==> src/design/clk_ctl_pkg.sv <==
// Shared constants and types for the loop mode control and base clock selector
package clk_ctl_pkg;

	// ==============================
	// Register indices and byte addresses
	localparam logic [7:0] LOOP_CTRL_IDX = 8'h1c;
	localparam logic [7:0] BW_CTRL_IDX = 8'h1d;
	localparam logic [7:0] MULT_PROG_IDX = 8'h1e;
	localparam logic [9:0] LOOP_CTRL_ADDR = {LOOP_CTRL_IDX, 2'b00};
	localparam logic [9:0] BW_CTRL_ADDR = {BW_CTRL_IDX, 2'b00};
	localparam logic [9:0] MULT_PROG_ADDR = {MULT_PROG_IDX, 2'b00};

	// ==============================
	// Field positions
	localparam int IRQ_EN_BIT = 7;
	localparam int FLAG_BIT = 6;
	localparam int LOOP_ON_BIT = 5;
	localparam int SRC_SEL_BIT = 4;
	localparam int AUTO_BIT = 7;
	localparam int LOCK_BIT = 6;
	localparam int ACQ_BIT = 5;
	localparam int FB_MSB = 7;
	localparam int FB_LSB = 4;
	localparam int RNG_MSB = 3;
	localparam int RNG_LSB = 0;

	// ==============================
	// Reset values and fixed read patterns
	localparam logic LOOP_ON_RESET = 1'b1;
	localparam logic [7:0] MULT_PROG_RESET = 8'h11;
	localparam logic [3:0] CTRL_LOW_ONES = 4'hf;
	localparam logic [3:0] FB_ONE = 4'h1;
	localparam logic [3:0] RNG_OFF = 4'h0;

	// ==============================
	// Clock switch timing
	localparam logic [1:0] SWITCH_EDGES = 2'd3;

	// ==============================
	// Types
	typedef struct packed {
		logic inner;
		logic outer;
	} tol_win_t;

	typedef enum logic {SW_RUN, SW_HOLD} sw_mode_t;

	typedef struct packed {
		sw_mode_t mode;
		logic sel;
		logic target;
		logic xtal_prev;
		logic vco_prev;
		logic [1:0] xtal_cnt;
		logic [1:0] vco_cnt;
		logic out;
	} sw_st_t;

	typedef struct packed {
		logic held;
	} win_st_t;

	typedef struct packed {
		logic irq_en;
		logic flag;
		logic loop_on;
		logic src_sel;
		logic auto_bw;
		logic acq_man;
		logic [7:0] mult_prog;
		logic lock_prev;
		logic [31:0] prdata;
		logic pready;
		logic pslverr;
		logic irq;
		logic loop_en;
		logic tracking;
		logic [3:0] fb_mult;
		logic [3:0] rng_mult;
	} ctrl_st_t;

endpackage

==> src/design/base_clock_switch.sv <==
// Glitch-free selector between crystal and VCO clock with divide by two
`timescale 1ns/100ps
module base_clock_switch (
	input wire logic ref_clk_in, // System clock
	input wire logic rst_b_in, // Asynchronous reset, active low
	input wire logic crystal_clock_in, // Sampled crystal clock level
	input wire logic vco_clock_in, // Sampled VCO clock level
	input wire logic vco_run_in, // VCO is running
	input wire logic sel_vco_in, // Requested source, 1 = VCO
	output logic base_clock_out, // Selected source divided by two
	output logic busy_out // Transition in progress
);
	import clk_ctl_pkg::*;

	sw_st_t st_q;
	sw_st_t st_d;
	logic xtal_rise;
	logic vco_rise;
	logic src_rise;
	logic vco_done;

	always_comb begin
		st_d = st_q;
		xtal_rise = crystal_clock_in & ~st_q.xtal_prev;
		vco_rise = vco_clock_in & ~st_q.vco_prev;
		src_rise = st_q.sel ? vco_rise : xtal_rise;
		// A stopped VCO cannot deliver edges, so it does not hold up the change
		vco_done = (st_q.vco_cnt == SWITCH_EDGES) | ~vco_run_in;
		st_d.xtal_prev = crystal_clock_in;
		st_d.vco_prev = vco_clock_in;
		unique case (st_q.mode)
			SW_RUN: begin
				if (sel_vco_in != st_q.sel) begin
					st_d.mode = SW_HOLD;
					st_d.target = sel_vco_in;
					st_d.xtal_cnt = 2'd0;
					st_d.vco_cnt = 2'd0;
				end else if (src_rise) begin
					st_d.out = ~st_q.out; // RULE17
				end
			end
			SW_HOLD: begin
				// Output stays frozen while edges of both sources are counted
				if (xtal_rise && st_q.xtal_cnt != SWITCH_EDGES) begin
					st_d.xtal_cnt = st_q.xtal_cnt + 2'd1; // RULE16
				end
				if (vco_rise && st_q.vco_cnt != SWITCH_EDGES) begin
					st_d.vco_cnt = st_q.vco_cnt + 2'd1; // RULE16
				end
				if (st_q.xtal_cnt == SWITCH_EDGES && vco_done) begin
					st_d.sel = st_q.target; // RULE16
					st_d.mode = SW_RUN;
				end
			end
		endcase
	end

	always_ff @(posedge ref_clk_in or negedge rst_b_in) begin
		if (!rst_b_in) begin
			st_q <= '0;
		end else begin
			st_q <= st_d;
		end
	end

	assign base_clock_out = st_q.out;
	assign busy_out = (st_q.mode == SW_HOLD);
endmodule

==> src/design/pll_mode_and_base_clock_select.sv <==
// Loop filter mode, lock indication, multiplier programming and base clock control
//
// Our own choices: the address map and the APB register port.
`timescale 1ns/100ps

// Notes on behaviour
// RULE1: Acquisition mode reads as acquisition-mode bit cleared.
// RULE2: Filter tracks whenever not acquiring or the bit is set.
// RULE3: Automatic mode lets the lock detector pick the filter mode.
// RULE4: Automatic mode makes the acquisition-mode bit read-only, showing filter mode.
// RULE5: Automatic tracking sets inside tracking tolerance, clears outside untracking tolerance.
// RULE6: Lock bit sets inside lock tolerance, clears outside unlock tolerance.
// RULE7: With interrupt enable set, each lock toggle requests an interrupt.
// RULE8: Manual mode: software writes the acquisition-mode bit to pick filter mode.
// RULE9: Software clears the acquisition-mode bit before turning the loop on manually.
// RULE10: Software waits acquisition time after loop-on before entering tracking.
// RULE11: Software waits acquisition-to-lock time before selecting the VCO clock.
// RULE12: Manual mode disables the lock indicator and all interrupts.
// RULE13: Programming register: feedback multiplier high nibble, range multiplier low nibble.
// RULE14: Feedback multiplier zero acts as one.
// RULE15: Range multiplier zero disables loop and forces the crystal clock.
// RULE16: Source change waits three edges of each clock, output held.
// RULE17: Selected clock divided by two gives the base clock.
// RULE18: VCO clock cannot be selected while the loop is off.
// RULE19: Loop cannot be switched off while the VCO clock is selected.
// RULE20: Loop-on change and source change need separate writes.
// RULE21: Software selects VCO only after lock; lost lock means disturbance.
// RULE22: Lock-change flag sets on each toggle, clears on control register read.
// RULE23: Manual mode reads flag and lock as zero, forces interrupt enable low.
// RULE24: Programming register ignores writes while the loop is on.
// RULE25: A refused interlock bit keeps its value; other fields still update.
module pll_mode_and_base_clock_select (
	input wire logic ref_clk_in, // System clock, 10 MHz
	input wire logic rst_b_in, // Asynchronous reset, active low
	input wire logic psel_in, // APB select
	input wire logic penable_in, // APB enable
	input wire logic pwrite_in, // APB direction, 1 = write
	input wire logic [9:0] paddr_in, // APB byte address
	input wire logic [31:0] pwdata_in, // APB write data
	output logic [31:0] prdata_out, // APB read data
	output logic pready_out, // APB ready
	output logic pslverr_out, // APB error on unmapped address
	input wire logic crystal_clock_in, // Sampled crystal clock
	input wire logic vco_clock_in, // Sampled VCO clock
	input wire clk_ctl_pkg::tol_win_t track_window_in, // Tracking/untracking tolerance hits
	input wire clk_ctl_pkg::tol_win_t lock_window_in, // Lock/unlock tolerance hits
	output logic base_clock_out, // Base clock to the system integration module
	output logic lock_irq_out, // Lock change interrupt request
	output logic loop_enable_out, // Loop and VCO enabled
	output logic tracking_mode_out, // Filter mode, 1 = tracking
	output logic [3:0] feedback_mult_out, // Effective feedback multiplier
	output logic [3:0] range_mult_out // Range multiplier
);
	import clk_ctl_pkg::*;

	// ==============================
	// Address decode
	function automatic logic reg_hit(input logic [9:0] addr, input logic [9:0] base);
		reg_hit = (addr == base);
	endfunction

	function automatic logic addr_mapped(input logic [9:0] addr);
		addr_mapped = reg_hit(addr, LOOP_CTRL_ADDR) | reg_hit(addr, BW_CTRL_ADDR)
			| reg_hit(addr, MULT_PROG_ADDR);
	endfunction

	// ==============================
	// State
	ctrl_st_t st_q;
	ctrl_st_t st_d;
	logic track_held;
	logic lock_held;
	logic loop_live;
	logic detect_en;
	logic setup;
	logic done_wr;
	logic done_rd;
	logic lock_toggle;
	logic acq_eff;
	logic loop_on_new;
	logic [7:0] ctrl_rd;
	logic [7:0] bw_rd;
	logic [7:0] prog_rd;
	logic [7:0] rd_byte;

	assign loop_live = st_q.loop_on & (st_q.mult_prog[RNG_MSB:RNG_LSB] != RNG_OFF); // RULE15
	assign detect_en = st_q.auto_bw & loop_live; // RULE12

	// ==============================
	// Lock detector hysteresis
	tolerance_window_latch track_latch (
		.ref_clk_in(ref_clk_in),
		.rst_b_in(rst_b_in),
		.enable_in(detect_en),
		.window_in(track_window_in),
		.held_out(track_held) // RULE5
	);

	tolerance_window_latch lock_latch (
		.ref_clk_in(ref_clk_in),
		.rst_b_in(rst_b_in),
		.enable_in(detect_en),
		.window_in(lock_window_in),
		.held_out(lock_held) // RULE6
	);

	// ==============================
	// Base clock selector
	base_clock_switch clk_switch (
		.ref_clk_in(ref_clk_in),
		.rst_b_in(rst_b_in),
		.crystal_clock_in(crystal_clock_in),
		.vco_clock_in(vco_clock_in),
		.vco_run_in(loop_live),
		.sel_vco_in(st_q.src_sel & loop_live), // RULE15
		.base_clock_out(base_clock_out),
		.busy_out()
	);

	// ==============================
	// Next state
	always_comb begin
		st_d = st_q;
		setup = psel_in & ~penable_in;
		done_wr = psel_in & penable_in & st_q.pready & pwrite_in;
		done_rd = psel_in & penable_in & st_q.pready & ~pwrite_in;
		loop_on_new = st_q.loop_on;

		// Filter mode: automatic follows the detector, manual follows software
		acq_eff = st_q.auto_bw ? track_held : st_q.acq_man; // RULE3 RULE4 RULE8

		ctrl_rd = {st_q.irq_en & st_q.auto_bw, st_q.flag & st_q.auto_bw, // RULE23
			st_q.loop_on, st_q.src_sel, CTRL_LOW_ONES};
		bw_rd = {st_q.auto_bw, lock_held & st_q.auto_bw, acq_eff, 5'h00}; // RULE1 RULE4 RULE23
		prog_rd = st_q.mult_prog;
		if (reg_hit(paddr_in, LOOP_CTRL_ADDR)) begin
			rd_byte = ctrl_rd;
		end else if (reg_hit(paddr_in, BW_CTRL_ADDR)) begin
			rd_byte = bw_rd;
		end else if (reg_hit(paddr_in, MULT_PROG_ADDR)) begin
			rd_byte = prog_rd;
		end else begin
			rd_byte = 8'h00;
		end

		// APB: read data and error captured in setup, ready in the access cycle
		st_d.pready = setup;
		if (setup) begin
			st_d.pslverr = ~addr_mapped(paddr_in);
			st_d.prdata = pwrite_in ? 32'h0000_0000 : {24'h00_0000, rd_byte};
		end else begin
			st_d.pslverr = 1'b0;
		end

		// Lock change: only a flag value software actually saw is cleared, and
		// a toggle in the clearing cycle wins over the clear
		st_d.lock_prev = lock_held;
		lock_toggle = st_q.auto_bw & (lock_held != st_q.lock_prev); // RULE22
		if (lock_toggle) begin
			st_d.flag = 1'b1; // RULE22
		end else if (done_rd && reg_hit(paddr_in, LOOP_CTRL_ADDR)
			&& st_q.prdata[FLAG_BIT]) begin
			st_d.flag = 1'b0; // RULE22
		end

		// Control register write with the loop/source interlocks
		if (done_wr && reg_hit(paddr_in, LOOP_CTRL_ADDR)) begin
			if (st_q.auto_bw) begin
				st_d.irq_en = pwdata_in[IRQ_EN_BIT];
			end
			loop_on_new = st_q.src_sel | pwdata_in[LOOP_ON_BIT]; // RULE19 RULE25
			st_d.loop_on = loop_on_new;
			if (loop_on_new != st_q.loop_on) begin
				st_d.src_sel = st_q.src_sel; // RULE20 RULE25
			end else if (!st_q.loop_on) begin
				st_d.src_sel = 1'b0; // RULE18
			end else begin
				st_d.src_sel = pwdata_in[SRC_SEL_BIT];
			end
		end

		// Bandwidth register: manual value kept aside while automatic
		if (done_wr && reg_hit(paddr_in, BW_CTRL_ADDR)) begin
			st_d.auto_bw = pwdata_in[AUTO_BIT];
			if (!st_q.auto_bw) begin
				st_d.acq_man = pwdata_in[ACQ_BIT]; // RULE8
			end
		end

		// Programming register is frozen while the loop runs
		if (done_wr && reg_hit(paddr_in, MULT_PROG_ADDR) && !st_q.loop_on) begin
			st_d.mult_prog = pwdata_in[7:0]; // RULE13 RULE24
		end

		// Forced values
		if (!st_d.auto_bw) begin
			st_d.irq_en = 1'b0; // RULE12 RULE23
			st_d.flag = 1'b0; // RULE23
		end
		if (!st_d.loop_on || st_d.mult_prog[RNG_MSB:RNG_LSB] == RNG_OFF) begin
			st_d.src_sel = 1'b0; // RULE15 RULE18
		end

		// Outputs, registered from the next state
		st_d.irq = st_d.irq_en & st_d.flag & st_d.auto_bw; // RULE7 RULE12
		st_d.loop_en = st_d.loop_on & (st_d.mult_prog[RNG_MSB:RNG_LSB] != RNG_OFF); // RULE15
		st_d.tracking = st_d.auto_bw ? track_held : st_d.acq_man; // RULE2
		st_d.fb_mult = (st_d.mult_prog[FB_MSB:FB_LSB] == 4'h0) ? FB_ONE
			: st_d.mult_prog[FB_MSB:FB_LSB]; // RULE14
		st_d.rng_mult = st_d.mult_prog[RNG_MSB:RNG_LSB]; // RULE13
	end

	// ==============================
	// State register
	always_ff @(posedge ref_clk_in or negedge rst_b_in) begin
		if (!rst_b_in) begin
			st_q <= '0;
			st_q.loop_on <= LOOP_ON_RESET;
			st_q.mult_prog <= MULT_PROG_RESET;
			st_q.loop_en <= LOOP_ON_RESET;
			st_q.fb_mult <= MULT_PROG_RESET[FB_MSB:FB_LSB];
			st_q.rng_mult <= MULT_PROG_RESET[RNG_MSB:RNG_LSB];
		end else begin
			st_q <= st_d;
		end
	end

	assign prdata_out = st_q.prdata;
	assign pready_out = st_q.pready;
	assign pslverr_out = st_q.pslverr;
	assign lock_irq_out = st_q.irq;
	assign loop_enable_out = st_q.loop_en;
	assign tracking_mode_out = st_q.tracking;
	assign feedback_mult_out = st_q.fb_mult;
	assign range_mult_out = st_q.rng_mult;
endmodule

==> src/design/tolerance_window_latch.sv <==
// Hysteresis latch: sets inside the inner tolerance, clears outside the outer
`timescale 1ns/100ps
module tolerance_window_latch (
	input wire logic ref_clk_in, // System clock
	input wire logic rst_b_in, // Asynchronous reset, active low
	input wire logic enable_in, // Detector active
	input wire clk_ctl_pkg::tol_win_t window_in, // Inner and outer tolerance hits
	output logic held_out // Latched in-tolerance indication
);
	import clk_ctl_pkg::*;

	win_st_t st_q;
	win_st_t st_d;

	always_comb begin
		st_d = st_q;
		if (!enable_in) begin
			st_d.held = 1'b0;
		end else if (window_in.inner) begin
			st_d.held = 1'b1;
		end else if (!window_in.outer) begin
			st_d.held = 1'b0;
		end
	end

	always_ff @(posedge ref_clk_in or negedge rst_b_in) begin
		if (!rst_b_in) begin
			st_q <= '0;
		end else begin
			st_q <= st_d;
		end
	end

	assign held_out = st_q.held;
endmodule

==> config.mk <==
export PLATFORM = sky130hd
export DESIGN_NAME = pll_mode_and_base_clock_select
export DESIGN_NICKNAME = d
export VERILOG_FILES = /design/src/design/clk_ctl_pkg.sv /design/src/design/base_clock_switch.sv /design/src/design/pll_mode_and_base_clock_select.sv /design/src/design/tolerance_window_latch.sv
export SDC_FILE = /design/constraint.sdc
export NUM_CORES = 1
export LEC_CHECK = 0
export BUFFER_PORTS_ARGS = -buffer_cell sky130_fd_sc_hd__buf_4
export CAP_MARGIN = 5
export CORE_AREA = 2 2 77 79
export CTS_BUF_LIST = sky130_fd_sc_hd__clkbuf_8
export DETAILED_ROUTE_END_ITERATION = 8
export DIE_AREA = 0 0 79 81
export GPL_ROUTABILITY_DRIVEN = 0
export PLACE_DENSITY = 0.8
export SYNTH_ARGS = -nofsm -noshare
export SYNTH_HDL_FRONTEND = slang
export SYNTH_SLANG_ARGS = --single-unit
==> constraint.sdc <==
create_clock -name ref_clk_in -period 1.9 [get_ports ref_clk_in]
set_clock_uncertainty 0.05 [all_clocks]
set_input_delay 0.38 -clock ref_clk_in [delete_from_list [all_inputs] [get_ports ref_clk_in]]
set_output_delay 0.38 -clock ref_clk_in [all_outputs]
set_load 0.02 [all_outputs]
==> metrics.md <==
| Metric | Value |
|---|---|
| CTS tree | `yes` |
| Fmax | `507 MHz` |
| Final Slew Violations | `0` |
| Core Rows | `28` |
| Worst slew pin tran | `658 ps` |
| Mapped Cells | `233` |
| Initial antenna violation count | `0` |
| Most frequent cells in the layout | `buf_4, dfrtp_1, conb_1, nand2_1, a21oi_1` |
| Final setup fails | `1` |
| Die Y | `81 um` |
| Max-cap violations | `0` |
| Root Driver | `clkbuf_8` |
| R2R cell count | `5` |
| Min-delay worst type | `input port to async pin` |
| Status | `finished with violations` |
| Die width | `79 um` |
| Nets | `349` |
| Initial Util | `42.3%` |
| Share of layout cells above drive strength 1 | `39.1%` |
| Post-layout min period | `1970 ps` |
| Synth Register Bits | `44` |
| Fillers | `524` |
| Worst EP required | `2070 ps` |
| Avg WL per Cell | `13.1 um` |
| Total GRT Usage | `15.9%` |
| Residual DRC | `0` |
| Crit path cell chain | `or4_4 -> and3_4 -> or4b_4 -> a21oi_4 -> xor2_1` |
| Core Area | `5680 um^2` |
| RSZ-0062 raised after global routing | `true` |
| EDFF count, synth | `0` |
| Commonest non-fill, non-tap cell in the layout | `buf_4` |
| Worst-path maximum fanout | `2` |
| Number of global-route vias before repair | `1761` |
| DRT antenna net count | `0` |
| CTS Sinks | `44` |
| Top-Level Pins | `99` |
| Final Cycle Share | `104%` |
| Max rail drop VDD | `0.000236 V` |
| Critical Path Sink Type | `flip-flop` |
| CTS Buffer Depth | `2` |
| Hold Vio Cnt, Final | `0` |
| Leak | `1.40 nW` |
| Rel. slew slack | `55.5%` |
| Avg Cell Area, Syn | `10.3 um^2` |
| Grt total ovfl | `0` |
| Slowest stage delay, CP | `520 ps` |
| Slowest CP cell | `or4_4` |
| Cell Area, Synth | `2400 um^2` |
| Worst path arrival time | `2140 ps` |
| CTS Buf Count | `5` |
| Post-DP HPWL | `3660 um` |
| Clk_lat worst skew | `290 ps` |
| Seq/Total Area, Yosys | `46.1%` |
| Yosys cell types | `47` |
| Vias/cell | `4.88` |
| Via Count | `1800` |
| Max H-tree Level | `2` |
| Final WL | `4830 um` |
| Hold buffer count at cts | `0` |
| Failing checks | `negative setup slack` |
| YS warnings | `0` |
| Number of port buffers | `50` |
| Startpoint Class | `flip-flop` |
| Final worst setup slack | `-72.9 ps` |
| Ys async rst share | `100%` |
| Placed cells | `360` |
| Worst-path clk slew | `80 ps` |
| Global-route wire length before repair | `7890 um` |
| Non-Filler Instances | `369` |
| Iteration-0 DRC Markers | `78` |
| Synth Flop Type | `dfrtp_1` |
| Kind of critical path | `flip-flop to flip-flop` |
| Largest net degree at the start of global routing | `45` |
| Drt pass-1 iters | `4` |
| Die ar. | `6400 um^2` |
| Total inserted antenna cells | `0` |
| PwrDens | `582 nW/um^2` |
| Layout area overhead | `23.4%` |
| Hold Slack | `6.36 ps` |
critical path, delay by kind of cell, from the launching register on:
family / cells / cell delay, ps
XOR/XNOR: 1 / 140
AND/OR/NAND/NOR: 3 / 1180
flip-flops: 1 / 390
AO/OA/AOI/OAI: 1 / 130
report_power, final:
group | switching (mW) | leakage [nW] | total (mW) | internal (mW)
clock network | 0.292 | 0.0452 | 0.537 | 0.245
registers | 0.0107 | 0.573 | 0.965 | 0.955
logic | 0.133 | 0.783 | 0.223 | 0.0895
layer usage:
metal | vias to the layer above | GRT usage, % | part of all wire [%]
met3 | 8 | 2.67 | 5.7
li1 | 878 | - | -
met2 | 61 | 26.9 | 50
met4 | 0 | 9.14 | 2.2
met1 | 853 | 19.2 | 42
met5 | - | 0 | 0
cells in the mapped netlist, types with 2 or more instances:
cell      instances  area share, %
nand2b_1          2           0.52
nor4_1            4            1.0
nand4b_1          2           0.73
mux2_2           15            7.0
inv_1             5           0.78
clkbuf_1          5           0.78
nand4_1           3           0.78
nor2_1           11            1.7
o21ai_0           9            1.9
a31oi_1           3           0.78
mux2i_1           5            2.1
dfstp_2           5            5.5
o31ai_1           7            2.2
xor2_1            2           0.73
dfrtp_1          39             41
nor2b_1           5            1.3
nand2_1          19            3.0
nand3_1           3           0.62
buf_4            40             13
a21oi_1          12            2.5
or3_1             2           0.52
ha_1              2            1.0
nor4b_1           4            1.5
nor3_1            6            1.3
registers in the layout (all words and copies together) (netlist names), 2 cells and up:
| signal | cells |
|---|---|
| range_mult_out | 3 |
| ctrl_rd | 2 |
| st_q | 4 |
| prdata_out | 8 |
| feedback_mult_out | 4 |
| prog_rd | 5 |
| clk_switch.st_q | 8 |
repair_timing:
| action | CTS | global route |
|---|---|---|
| buffers inserted | 0 | 2 |
| gates resized for setup | 1 | 5 |
| endpoints found under the setup margin | 6 | 6 |
| cloned | 0 | 0 |
| pin swaps | 0 | 2 |
path summary, 6_finish.rpt:
path	startpoint	end	slack [ps]
setup / recovery	range_mult_out[2]	clk_switch.base_clock_out	-70
hold / removal	rst_b_in	clk_switch.base_clock_out	6
setup reg to reg	range_mult_out[2]	clk_switch.base_clock_out	-70
hold reg to reg	lock_latch.held_out	st_q[45]	410
max in group asynchronous	rst_b_in	range_mult_out[0]	1410
min in group ref_clk_in	vco_clock_in	clk_switch.st_q[5]	150
cell type report:
cell class	count	area [um^2]	area share, %
clock buffer	5	68.8	2.32
clock inverter	2	8.76	0.295
inverter	5	18.8	0.633
multi-input combinational	159	1070	36.2
sequential	44	1110	37.4
tap	75	93.8	3.17
timing repair buffer	79	593	20.0
cell families (layout without fill, tap and decap cells):
kind of cell / Yosys count / count (layout) / synth area share, %
AOI/OAI and AO/OA: 38 / 38 / 9.69
xor gates and xnor gates: 3 / 3 / 1.09
adders and majority gates: 2 / 2 / 1.04
buffers and inverters: 53 / 91 / 15.3
DFF: 44 / 44 / 46.1
muxes: 20 / 20 / 9.11
other: 1 / 24 / 0.156
and+or+nand+nor: 72 / 72 / 17.5
per-stage QoR:
stage | TNS [ps] | setup WS [ps] | instance area (um^2) | power [mW] | utilization (%)
6_report | -72.9 | -72.9 | 2960 | 1.73 | 52.2
5_1_grt | -170 | -131 | 2960 | 1.81 | 52.2
2_1_floorplan | -1620 | -165 | 2530 | 1.13 | -
4_1_cts | -76.4 | -76.4 | 2920 | 1.74 | 51.5
3_5_place_dp | -1960 | -173 | 2840 | 1.21 | 50.0
3_3_place_gp | -1830 | -179 | 2840 | 1.20 | 50.0
Note: power is estimated with default switching activity, not from simulation.
